[config.mk]
export PLATFORM = sky130hd
export DESIGN_NAME = reig_rx_enable_irq_gating
export DESIGN_NICKNAME = d
export VERILOG_FILES = /design/src/rtl/reig_pkg.sv /design/src/rtl/reig_gate_if.sv /design/src/rtl/reig_irq_gate.sv /design/src/rtl/reig_rx_enable_irq_gating.sv
export VERILOG_INCLUDE_DIRS = /design/src /design/src/rtl
export SDC_FILE = /design/constraint.sdc
export NUM_CORES = 1
export LEC_CHECK = 0
export BUFFER_PORTS_ARGS = -buffer_cell sky130_fd_sc_hd__buf_2
export CAP_MARGIN = 15
export CORE_UTILIZATION = 48
export CTS_BUF_LIST = sky130_fd_sc_hd__clkbuf_4 sky130_fd_sc_hd__clkbuf_8
export DETAILED_ROUTE_END_ITERATION = 6
export PLACE_DENSITY_LB_ADDON = 0.08
export REMOVE_ABC_BUFFERS = 1
export SKIP_LAST_GASP = 1
export SLEW_MARGIN = 20
export SYNTH_ARGS = -nofsm -noshare
export SYNTH_HDL_FRONTEND = slang
export SYNTH_HIERARCHICAL = 1
export SYNTH_SLANG_ARGS = --single-unit
[constraint.sdc]
create_clock -name clk_sys -period 2.16 [get_ports clk_sys]
set_clock_uncertainty 0.2 [all_clocks]
set_input_delay 0.108 -clock clk_sys [delete_from_list [all_inputs] [get_ports clk_sys]]
set_output_delay 0.108 -clock clk_sys [all_outputs]
set_load 0.05 [all_outputs]
[src/rtl/reig_defs.svh]
// register offsets, field positions and reset values of the enable bank
// assumes byte-wide register port with 8-bit addresses
`ifndef REIG_DEFS_SVH
`define REIG_DEFS_SVH
`define REIG_OFS_IRQ_MASTER_LOW 8'h60
`define REIG_OFS_RX_EN_UPPER    8'h88
`define REIG_FIELD_MSB          5
`define REIG_FIELD_W            6
`define REIG_RST_IRQ_MASTER     6'h00
`define REIG_RST_RX_EN          6'h00
`endif

[src/rtl/reig_pkg.sv]
// types shared by the enable bank modules
// assumes nothing beyond a synthesis tool with package support
package reig_pkg;
  typedef logic [7:0] reig_byte_t;
  typedef logic [5:0] reig_chan_t;
  typedef enum logic [1:0]
  {
    REIG_SEL_NONE = 2'b00,
    REIG_SEL_IRQ  = 2'b01,
    REIG_SEL_RX   = 2'b10
  } reig_sel_t;
endpackage

[src/rtl/reig_gate_if.sv]
// carrier between the bank top and the interrupt gate
// assumes one clock domain on both sides
interface reig_gate_if #(parameter int NCH = 6);
  logic [NCH-1:0] master_en;
  logic [NCH-1:0] chan_irq;
  logic [NCH-1:0] src_en;
  logic           irq_any;
  modport bank (output master_en, output chan_irq, output src_en, input irq_any);
  modport gate (input master_en, input chan_irq, input src_en, output irq_any);
endinterface

[src/rtl/reig_irq_gate.sv]
// channel-level interrupt gating: one combinational OR of gated requests
// assumes inputs are synchronous to the bank clock
module reig_irq_gate #(parameter int NCH = 6)
(
  reig_gate_if.gate g
);
  // a gate with no channels has nothing to combine, so refuse it early
  if (NCH < 1)
  begin : g_bad_nch
    $error("NCH must be at least one");
  end

  // =====================================================
  // gating
  // source enable, then master enable, then OR of all channels
  assign g.irq_any = |(g.chan_irq & g.src_en & g.master_en);
endmodule

[src/rtl/reig_rx_enable_irq_gating.sv]
// receiver enables for channels 6..11 and channel interrupt master enables 0..5
// assumes a synchronous byte-wide host port; channel events synchronous to clk_sys
// and a host that keeps its strobes low between accesses
`include "reig_defs.svh"
module reig_rx_enable_irq_gating #(parameter int NCH = 6)
(
  input  wire logic           clk_sys,
  input  wire logic           rst_n,
  input  wire logic           clk_en,
  input  wire logic [7:0]     host_addr,
  input  wire logic [7:0]     host_wdata,
  input  wire logic           host_wr,
  input  wire logic           host_rd,
  output logic      [7:0]     host_rdata,
  input  wire logic [NCH-1:0] chan_irq,
  input  wire logic [NCH-1:0] source_irq_enable_reg,
  output logic                host_irq,
  output logic      [NCH-1:0] receiver_on,
  output logic      [NCH-1:0] rx_line_hiz
);
  // =====================================================
  // parameter check
  // the register fields are six bits wide, so only six channels map onto them
  if (NCH != `REIG_FIELD_W)
  begin : g_bad_nch
    $error("NCH must equal the six-bit field width");
  end

  // =====================================================
  // registers
  // both reset to zero, so every receiver starts parked in high-z
  reig_pkg::reig_chan_t channel_irq_master_enable_low;
  reig_pkg::reig_chan_t receiver_enable_upper;
  reig_pkg::reig_sel_t  sel;
  reig_gate_if #(.NCH(NCH)) gif ();

  // address decode
  // all eight address bits are compared, so no alias of either offset hits a register
  always_comb
  begin
    if (host_addr == `REIG_OFS_IRQ_MASTER_LOW)
      sel = reig_pkg::REIG_SEL_IRQ;
    else if (host_addr == `REIG_OFS_RX_EN_UPPER)
      sel = reig_pkg::REIG_SEL_RX;
    else
      sel = reig_pkg::REIG_SEL_NONE;
  end

  // master enable write; bits 7,6 dropped
  // only six bits are stored, so reserved bits can never come back on a read
  always_ff @(posedge clk_sys)
  begin
    if (!rst_n)
      channel_irq_master_enable_low <= `REIG_RST_IRQ_MASTER;
    else if (clk_en && host_wr && sel == reig_pkg::REIG_SEL_IRQ)
      channel_irq_master_enable_low <= host_wdata[`REIG_FIELD_MSB:0];
  end

  // receiver enable write
  always_ff @(posedge clk_sys)
  begin
    if (!rst_n)
      receiver_enable_upper <= `REIG_RST_RX_EN;
    else if (clk_en && host_wr && sel == reig_pkg::REIG_SEL_RX)
      receiver_enable_upper <= host_wdata[`REIG_FIELD_MSB:0];
  end

  // read data; unmapped and reserved bits return zero
  // registered read costs a cycle but keeps the data pins straight off flops
  always_ff @(posedge clk_sys)
  begin
    if (!rst_n)
      host_rdata <= 8'h00;
    else if (clk_en && host_rd)
    begin
      case (sel)
        reig_pkg::REIG_SEL_IRQ: host_rdata <= {2'b00, channel_irq_master_enable_low};
        reig_pkg::REIG_SEL_RX:  host_rdata <= {2'b00, receiver_enable_upper};
        default:                host_rdata <= 8'h00;
      endcase
    end
  end

  // =====================================================
  // receiver control, registered so outputs come from flops
  // limitation: a new enable reaches the pins two edges after its write
  // high-z is its own flop rather than an inverter, so both pins switch together
  always_ff @(posedge clk_sys)
  begin
    if (!rst_n)
    begin
      receiver_on <= '0;
      rx_line_hiz <= '1;
    end
    else if (clk_en)
    begin
      receiver_on <= receiver_enable_upper;
      rx_line_hiz <= ~receiver_enable_upper;
    end
  end

  // =====================================================
  // interrupt gating; an unset source enable keeps the channel quiet
  // level only: nothing is latched here, the channel must hold its request
  assign gif.master_en = channel_irq_master_enable_low;
  assign gif.chan_irq  = chan_irq;
  assign gif.src_en    = source_irq_enable_reg;

  reig_irq_gate #(.NCH(NCH)) u_gate (.g(gif.gate));

  // one flop of latency on the pin
  always_ff @(posedge clk_sys)
  begin
    if (!rst_n)
      host_irq <= 1'b0;
    else if (clk_en)
      host_irq <= gif.irq_any;
  end

  // =====================================================
  // checks
  // the first group restates pin and write behaviour cycle by cycle
  a_rx_hiz_follow: assert property (@(posedge clk_sys) disable iff (!rst_n)
    clk_en |=> (rx_line_hiz == ~$past(receiver_enable_upper)))
    else $error("line high-z does not follow cleared enable");
  a_rx_on_follow: assert property (@(posedge clk_sys) disable iff (!rst_n)
    clk_en |=> (receiver_on == $past(receiver_enable_upper)))
    else $error("receiver on does not follow enable");
  a_rx_write_takes: assert property (@(posedge clk_sys) disable iff (!rst_n)
    (clk_en && host_wr && host_addr == 8'h88) |=> receiver_enable_upper == $past(host_wdata[5:0]))
    else $error("rx enable write lost");
  a_irq_write_takes: assert property (@(posedge clk_sys) disable iff (!rst_n)
    (clk_en && host_wr && host_addr == 8'h60)
      |=> channel_irq_master_enable_low == $past(host_wdata[5:0]))
    else $error("master enable write lost");
  a_irq_blocked: assert property (@(posedge clk_sys) disable iff (!rst_n)
    (clk_en && channel_irq_master_enable_low == 6'h00) |=> !host_irq)
    else $error("interrupt passed with all masters cleared");
  a_irq_passes: assert property (@(posedge clk_sys) disable iff (!rst_n)
    (clk_en && |(chan_irq & source_irq_enable_reg & channel_irq_master_enable_low))
      |=> host_irq)
    else $error("enabled interrupt did not reach host pin");
  a_rsvd_zero: assert property (@(posedge clk_sys) disable iff (!rst_n)
    host_rdata[7:6] == 2'b00)
    else $error("reserved bits read nonzero");
  a_no_src_quiet: assert property (@(posedge clk_sys) disable iff (!rst_n)
    (clk_en && source_irq_enable_reg == 6'h00) |=> !host_irq)
    else $error("interrupt without source enable");

  // =====================================================
  // reset checks
  // no disable here, so the reset cycles themselves are watched
  a_reset_line_hiz: assert property (@(posedge clk_sys)
    !rst_n |=> (rx_line_hiz == 6'h3f && receiver_on == 6'h00))
    else $error("receivers not parked off after reset");
  a_reset_irq_quiet: assert property (@(posedge clk_sys)
    !rst_n |=> (!host_irq && channel_irq_master_enable_low == 6'h00))
    else $error("host interrupt or master enable set after reset");
  a_reset_rdata_zero: assert property (@(posedge clk_sys)
    !rst_n |=> host_rdata == 8'h00)
    else $error("read data not cleared by reset");

  // =====================================================
  // clock enable checks
  // a low enable must leave every register and pin where it stood
  // it is the only way a host can hold the bank still, so it must be exact
  a_freeze_rx_bank: assert property (@(posedge clk_sys) disable iff (!rst_n)
    !clk_en |=> ($stable(receiver_enable_upper) && $stable(receiver_on)
      && $stable(rx_line_hiz)))
    else $error("receiver state moved with clock enable low");
  a_freeze_irq_bank: assert property (@(posedge clk_sys) disable iff (!rst_n)
    !clk_en |=> ($stable(channel_irq_master_enable_low) && $stable(host_irq)))
    else $error("interrupt state moved with clock enable low");
  a_freeze_rdata: assert property (@(posedge clk_sys) disable iff (!rst_n)
    !clk_en |=> $stable(host_rdata))
    else $error("read data moved with clock enable low");

  // =====================================================
  // read path and write decode checks
  // read data shows the register as it stood at the read edge
  a_read_irq_reg: assert property (@(posedge clk_sys) disable iff (!rst_n)
    (clk_en && host_rd && host_addr == `REIG_OFS_IRQ_MASTER_LOW)
      |=> host_rdata == {2'b00, $past(channel_irq_master_enable_low)})
    else $error("master enable readback wrong");
  a_read_rx_reg: assert property (@(posedge clk_sys) disable iff (!rst_n)
    (clk_en && host_rd && host_addr == `REIG_OFS_RX_EN_UPPER)
      |=> host_rdata == {2'b00, $past(receiver_enable_upper)})
    else $error("rx enable readback wrong");
  // unmapped space must read as zero
  a_read_unmapped: assert property (@(posedge clk_sys) disable iff (!rst_n)
    (clk_en && host_rd && host_addr != `REIG_OFS_IRQ_MASTER_LOW
      && host_addr != `REIG_OFS_RX_EN_UPPER) |=> host_rdata == 8'h00)
    else $error("unmapped read returned data");
  // read data stands until the next read
  a_rdata_holds: assert property (@(posedge clk_sys) disable iff (!rst_n)
    !(clk_en && host_rd) |=> $stable(host_rdata))
    else $error("read data moved without a read");
  // a write to another address, or none, must leave a register alone
  a_rx_write_other: assert property (@(posedge clk_sys) disable iff (!rst_n)
    !(clk_en && host_wr && host_addr == `REIG_OFS_RX_EN_UPPER)
      |=> $stable(receiver_enable_upper))
    else $error("rx enable changed without a write to it");
  a_irq_write_other: assert property (@(posedge clk_sys) disable iff (!rst_n)
    !(clk_en && host_wr && host_addr == `REIG_OFS_IRQ_MASTER_LOW)
      |=> $stable(channel_irq_master_enable_low))
    else $error("master enable changed without a write to it");
  // a written enable reaches the receiver pin two enabled edges later
  a_rx_pins_settle: assert property (@(posedge clk_sys) disable iff (!rst_n)
    (clk_en && host_wr && host_addr == `REIG_OFS_RX_EN_UPPER) ##1 clk_en
      |=> receiver_on == $past(host_wdata[5:0], 2))
    else $error("receiver on not set two edges after write");

  // =====================================================
  // interrupt and pin checks
  // per channel: no request that lacks its master bit may lift the pin
  a_irq_chan_gated: assert property (@(posedge clk_sys) disable iff (!rst_n)
    (clk_en && ((chan_irq & source_irq_enable_reg & channel_irq_master_enable_low) == 6'h00))
      |=> !host_irq)
    else $error("interrupt passed from a channel without its master bit");
  // the two receiver pins must never disagree
  a_hiz_inverse: assert property (@(posedge clk_sys) disable iff (!rst_n)
    rx_line_hiz == ~receiver_on)
    else $error("line high-z and receiver on disagree");
endmodule

* Word-level counts from Yosys, hierarchy flattened
Index checks and enable logic that the tools add are counted.
** Cells by class
- Bitwise gates (word level) :: 3
- Multiplexer cells :: 3
- Equal/unequal tests :: 4
- Reduce and logical (&&, ||, !) cells :: 5
** Operators by type and width (number)
- $and 6x6->6 :: 2
- $pmux 6 s2 :: 1
- $eq 8x7->1 const B :: 1
- $eq 8x8->1 const B :: 1
- $not 6->6 :: 1
- $reduce_or 6->1 :: 1
- $logic_and 1x1->1 :: 4
- $mux 2 :: 2
- $eq 2x1->1 const B :: 1
- $eq 2x2->1 const B :: 1
** Storage, ports and cells
- Register bits after elaboration :: 33
- Word-level logic and storage cells :: 21
- Output and inout bits :: 21

* Logic depth before layout (Yosys ltp)
- Word-level depth :: 5
- Gate-level depth with buffers :: 5

* Hierarchy
The synthesis kept the hierarchy.
** Modules (own cells, without submodules)
- reig_rx_enable_irq_gating :: instances 1, sequential area each 620.6 um^2, area each 1231.2 um^2, cells an instance 124
- reig_irq_gate :: instances 1, sequential area each 0.0 um^2, area each 42.5 um^2, cells an instance 7

* Worst setup path after synthesis
Ideal clock, no wire load.
- Path kind :: input port to flip-flop
- Start point :: in host_addr[1]
- End point :: reg channel_irq_master_enable_low[0]
- Setup time :: 0.072 ns
- Stages on the path :: 4
- Arrival :: 1.303 ns
- Path slack :: 0.585 ns
- Cell sequence :: or4_4 buf_6 nor3_4 mux2i_1
** On the way
- Cells in the longest elaborated chain, start to end :: 5
- Elaborated cells between the ends (all ways) :: 6
- Classes of those cells :: 3 x eq/ne; 2 x mux; 1 x reduce/logical
** RTL lines
- start, declared :: line reig_rx_enable_irq_gating.sv:10 : input wire logic [7:0] host_addr,
- $eq 8x8->1 (no source line)
- $mux 2 :: line reig_rx_enable_irq_gating.sv:43 : else if (host_addr == `REIG_OFS_RX_EN_UPPER)
- $mux 2 (*) :: line reig_rx_enable_irq_gating.sv:41 : if (host_addr == `REIG_OFS_IRQ_MASTER_LOW)
- $eq 2x1->1 (*) :: line reig_rx_enable_irq_gating.sv:55 : else if (clk_en && host_wr && sel == reig_pkg::REIG_SEL_IRQ)
- $logic_and 1x1->1 (*) :: line reig_rx_enable_irq_gating.sv:55
- end signal, assigned :: line reig_rx_enable_irq_gating.sv:54 : channel_irq_master_enable_low <= `REIG_RST_IRQ_MASTER;
- end signal, assigned :: line reig_rx_enable_irq_gating.sv:56 : channel_irq_master_enable_low <= host_wdata[`REIG_FIELD_MSB:0];
- end, declared :: line reig_rx_enable_irq_gating.sv:32 : reig_pkg::reig_chan_t channel_irq_master_enable_low;
Every way passes the cells marked *; elsewhere a longest branch is shown, timed or not.
A chain may end at the register's enable or synchronous reset.

==> impl_metrics.env <==
export IMPL_min_period_ns=1.99
export IMPL_ys_types=20
export IMPL_cap_viol_max_count=0
export IMPL_grt_use_total_pct=24.7
export IMPL_yosysWarnings=6
export IMPL_dp_cells=204
export IMPL_relSlewSlack_pct=65.4
export IMPL_final_cells=232
export IMPL_ys_flop_type="dfxtp_1"
export IMPL_grt_pass1_vias=1090
export IMPL_place_gp_congestion=0.764
export IMPL_worstSetupPathType="primary input to register"
export IMPL_status="finished clean"
export IMPL_cts_clk_slew_worst_paths_ns=0.09
export IMPL_crit_start="host_wdata[1]"
export IMPL_synth_top_area_share_pct=48.7
export IMPL_path_delay_family="buffers and inverters"
export IMPL_fin_ws_ns=0.171
export IMPL_die_y_um=53.5
export IMPL_wl_met2_mm=1.55
export IMPL_end_kind="register"
export IMPL_rsz0062_at_grt="false"
export IMPL_ir_worst_vdd_v=0.000548
export IMPL_post_dp_cell_area_um2=1520
export IMPL_holdWs_ns=0.0262
export IMPL_critPathMaxFanout=2
export IMPL_cts_root_buf="clkbuf_4"
export IMPL_hp_class="primary input to register"
export IMPL_antenna_diode_count=0
export IMPL_syn_cell_area_um2=1270
export IMPL_fin_util_pct=70.9
export IMPL_num_rows=18
export IMPL_cts_sinks=31
export IMPL_syn_avg_cell_area_um2=9.72
export IMPL_met3_length_um=186
export IMPL_crit_path_cell_trace="dlygate4sd3_1 -> buf_2 -> nand2_1 -> dlygate4sd3_1 -> mux2i_1 -> dlygate4sd3_1"
export IMPL_syn_to_final_growth_pct=39.1
export IMPL_reg2reg_depth=6
export IMPL_die_w_um=53.5
export IMPL_drt_met1_wl_mm=1.28
export IMPL_setup_viol=0
export IMPL_ys_top_cells_by_count="dfxtp_1 (31), nand2_1 (31), mux2i_1 (13)"
export IMPL_pre_cts_ws_ns=0.387
export IMPL_ys_seq_area_share_pct=48.7
export IMPL_drc=0
export IMPL_cpMostUsedCell="dlygate4sd3_1"
export IMPL_cp_depth=6
export IMPL_nets=234
export IMPL_synth_area_leaders="dfxtp_1 (49%), mux2i_1 (10%), nand2_1 (9.1%), a221o_1 (4.7%), a21boi_1 (4.1%)"
export IMPL_syn_inst=131
export IMPL_synth_largest_area_cell="dfxtp_1"
export IMPL_postRouteWirelength_mm=3.09
export IMPL_stdcell_area_um2=1770
export IMPL_powerDensity_nw_per_um2=571
export IMPL_reg2reg_setup_slack_ns=0.37
export IMPL_dp_final_hpwl_mm=2.06
export IMPL_r2r_end="host_irq"
export IMPL_nFillCells=210
export IMPL_slew_viol_final=0
export IMPL_ys_ff_latch=31
export IMPL_hold_viol=0
export IMPL_ios=54
export IMPL_clk_latency_ns=0.33
export IMPL_core_um2=2500
export IMPL_top_layer="met4"
export IMPL_final_period_utilization_pct=92.1
export IMPL_viasPerCell=5.17
export IMPL_finalSetupTns_ns=0
export IMPL_antenna_found_initial=0
export IMPL_io_buffers=49
export IMPL_crit_buf_inv=4
export IMPL_critPathMaxStageDelay_ns=0.57
export IMPL_p_leak_nw=0.791
export IMPL_max_freq_mhz=503
export IMPL_drive_gt1_share_pct=34.7
export IMPL_drt_pass1_iterations=4
export IMPL_arrival_ns=2.01
export IMPL_overflow=0
export IMPL_power_mw=1.01
export IMPL_cts_htree_levels=2
export IMPL_cts_buffer_depth=2
export IMPL_r2r_start="channel_irq_master_enable_low[5]"
export IMPL_dieArea_um2=2860
export IMPL_vias=1200
export IMPL_cp_required_ns=2.18
export IMPL_crit_end="channel_irq_master_enable_low[1]"
export IMPL_cts_tree="built"
export IMPL_grt_pass1_wl_mm=4.79
export IMPL_start_util_pct=51.0
export IMPL_drtAntennaViolNets=0
export IMPL_drtIter0Drc=12
export IMPL_critPathLaunchType="primary input"
export IMPL_async_flop_share_pct=0
export IMPL_slowest_stage="dlygate4sd3_1"
export IMPL_worstMarginPinSlew_ns=0.516
export IMPL_grt_max_degree=23
export IMPL_wl_per_cell_um=13.3
export IMPL_synth_edf_count=0
export IMPL_cts_buffers=5
-- final cells by class --
class	instances	area, um^2	share of cell area, %
repair buffers	70	444	25.1
multi-input cells	93	612	34.5
clock buffers	7	52.6	2.97
clock inverters	1	5.00	0.282
well taps	30	37.5	2.12
flip-flops and latches	31	621	35.0
-- worst min-delay path by stage --
stage	startpoint	to	slack, ns	depth (start not counted)
global route	source_irq_enable_reg[0]	host_irq	0.04	5
global placement	host_wdata[3]	receiver_enable_upper[3]	0.18	3
detailed placement	host_wdata[1]	channel_irq_master_enable_low[1]	0.19	3
floorplan	rst_n	rx_line_hiz[0]	-0.03	1
finish	clk_en	receiver_on[5]	0.03	3
CTS	source_irq_enable_reg[0]	host_irq	0.02	5
-- worst min-delay path: stages --
cell and delay, ns:
buf_2 0.22, nand2_1 0.12, a21boi_1 0.06
-- metal layers --
metal,GRT usage [%],vias up
met3,8.91,7
met5,0,-
li1,-,595
met4,10.5,0
met2,41.7,44
met1,27.7,554
-- power by group --
part           total (mW)  internal (mW)  switching (mW)  leakage (nW)
registers           0.571          0.571        0.000142         0.250
logic              0.0947         0.0502          0.0445         0.506
clock network       0.346          0.152           0.195        0.0361
total                1.01          0.773           0.239         0.791
-- cells in the final DEF (no fill, tap or decap), drive strengths merged, types with 4 or more instances in the layout --
master,synthesis,final
nand2b,6,6
a21boi,7,7
o21ai,6,6
nor3,4,4
buf,3,57
mux2i,13,13
clkbuf,5,7
a221o,6,6
and2,6,6
dlygate4sd3,0,12
dfxtp,31,31
nand2,31,31
-- timing repair --
item                                   4_1_cts  5_1_grt
resized for setup                            0        4
hold buffers                                13        0
buffers inserted                             0        7
setup endpoints to repair                    0        2
endpoints found under the hold margin       15        0
-- state kept, by name (all words and copies together) (netlist names) --
signal                         count
receiver_enable_upper              6
host_rdata                         6
channel_irq_master_enable_low      6
receiver_on                        6
rx_line_hiz                        6
host_irq                           1
-- cell families after synthesis --
family | count (synthesis) | share of synthesized area (%)
compound gates | 22 | 12.7
buf+inv | 8 | 3.54
flops | 31 | 48.7
mux | 13 | 10.2
other cells | 1 | 0.294
simple gates | 56 | 24.6
Power figures use the tool's default switching activity.
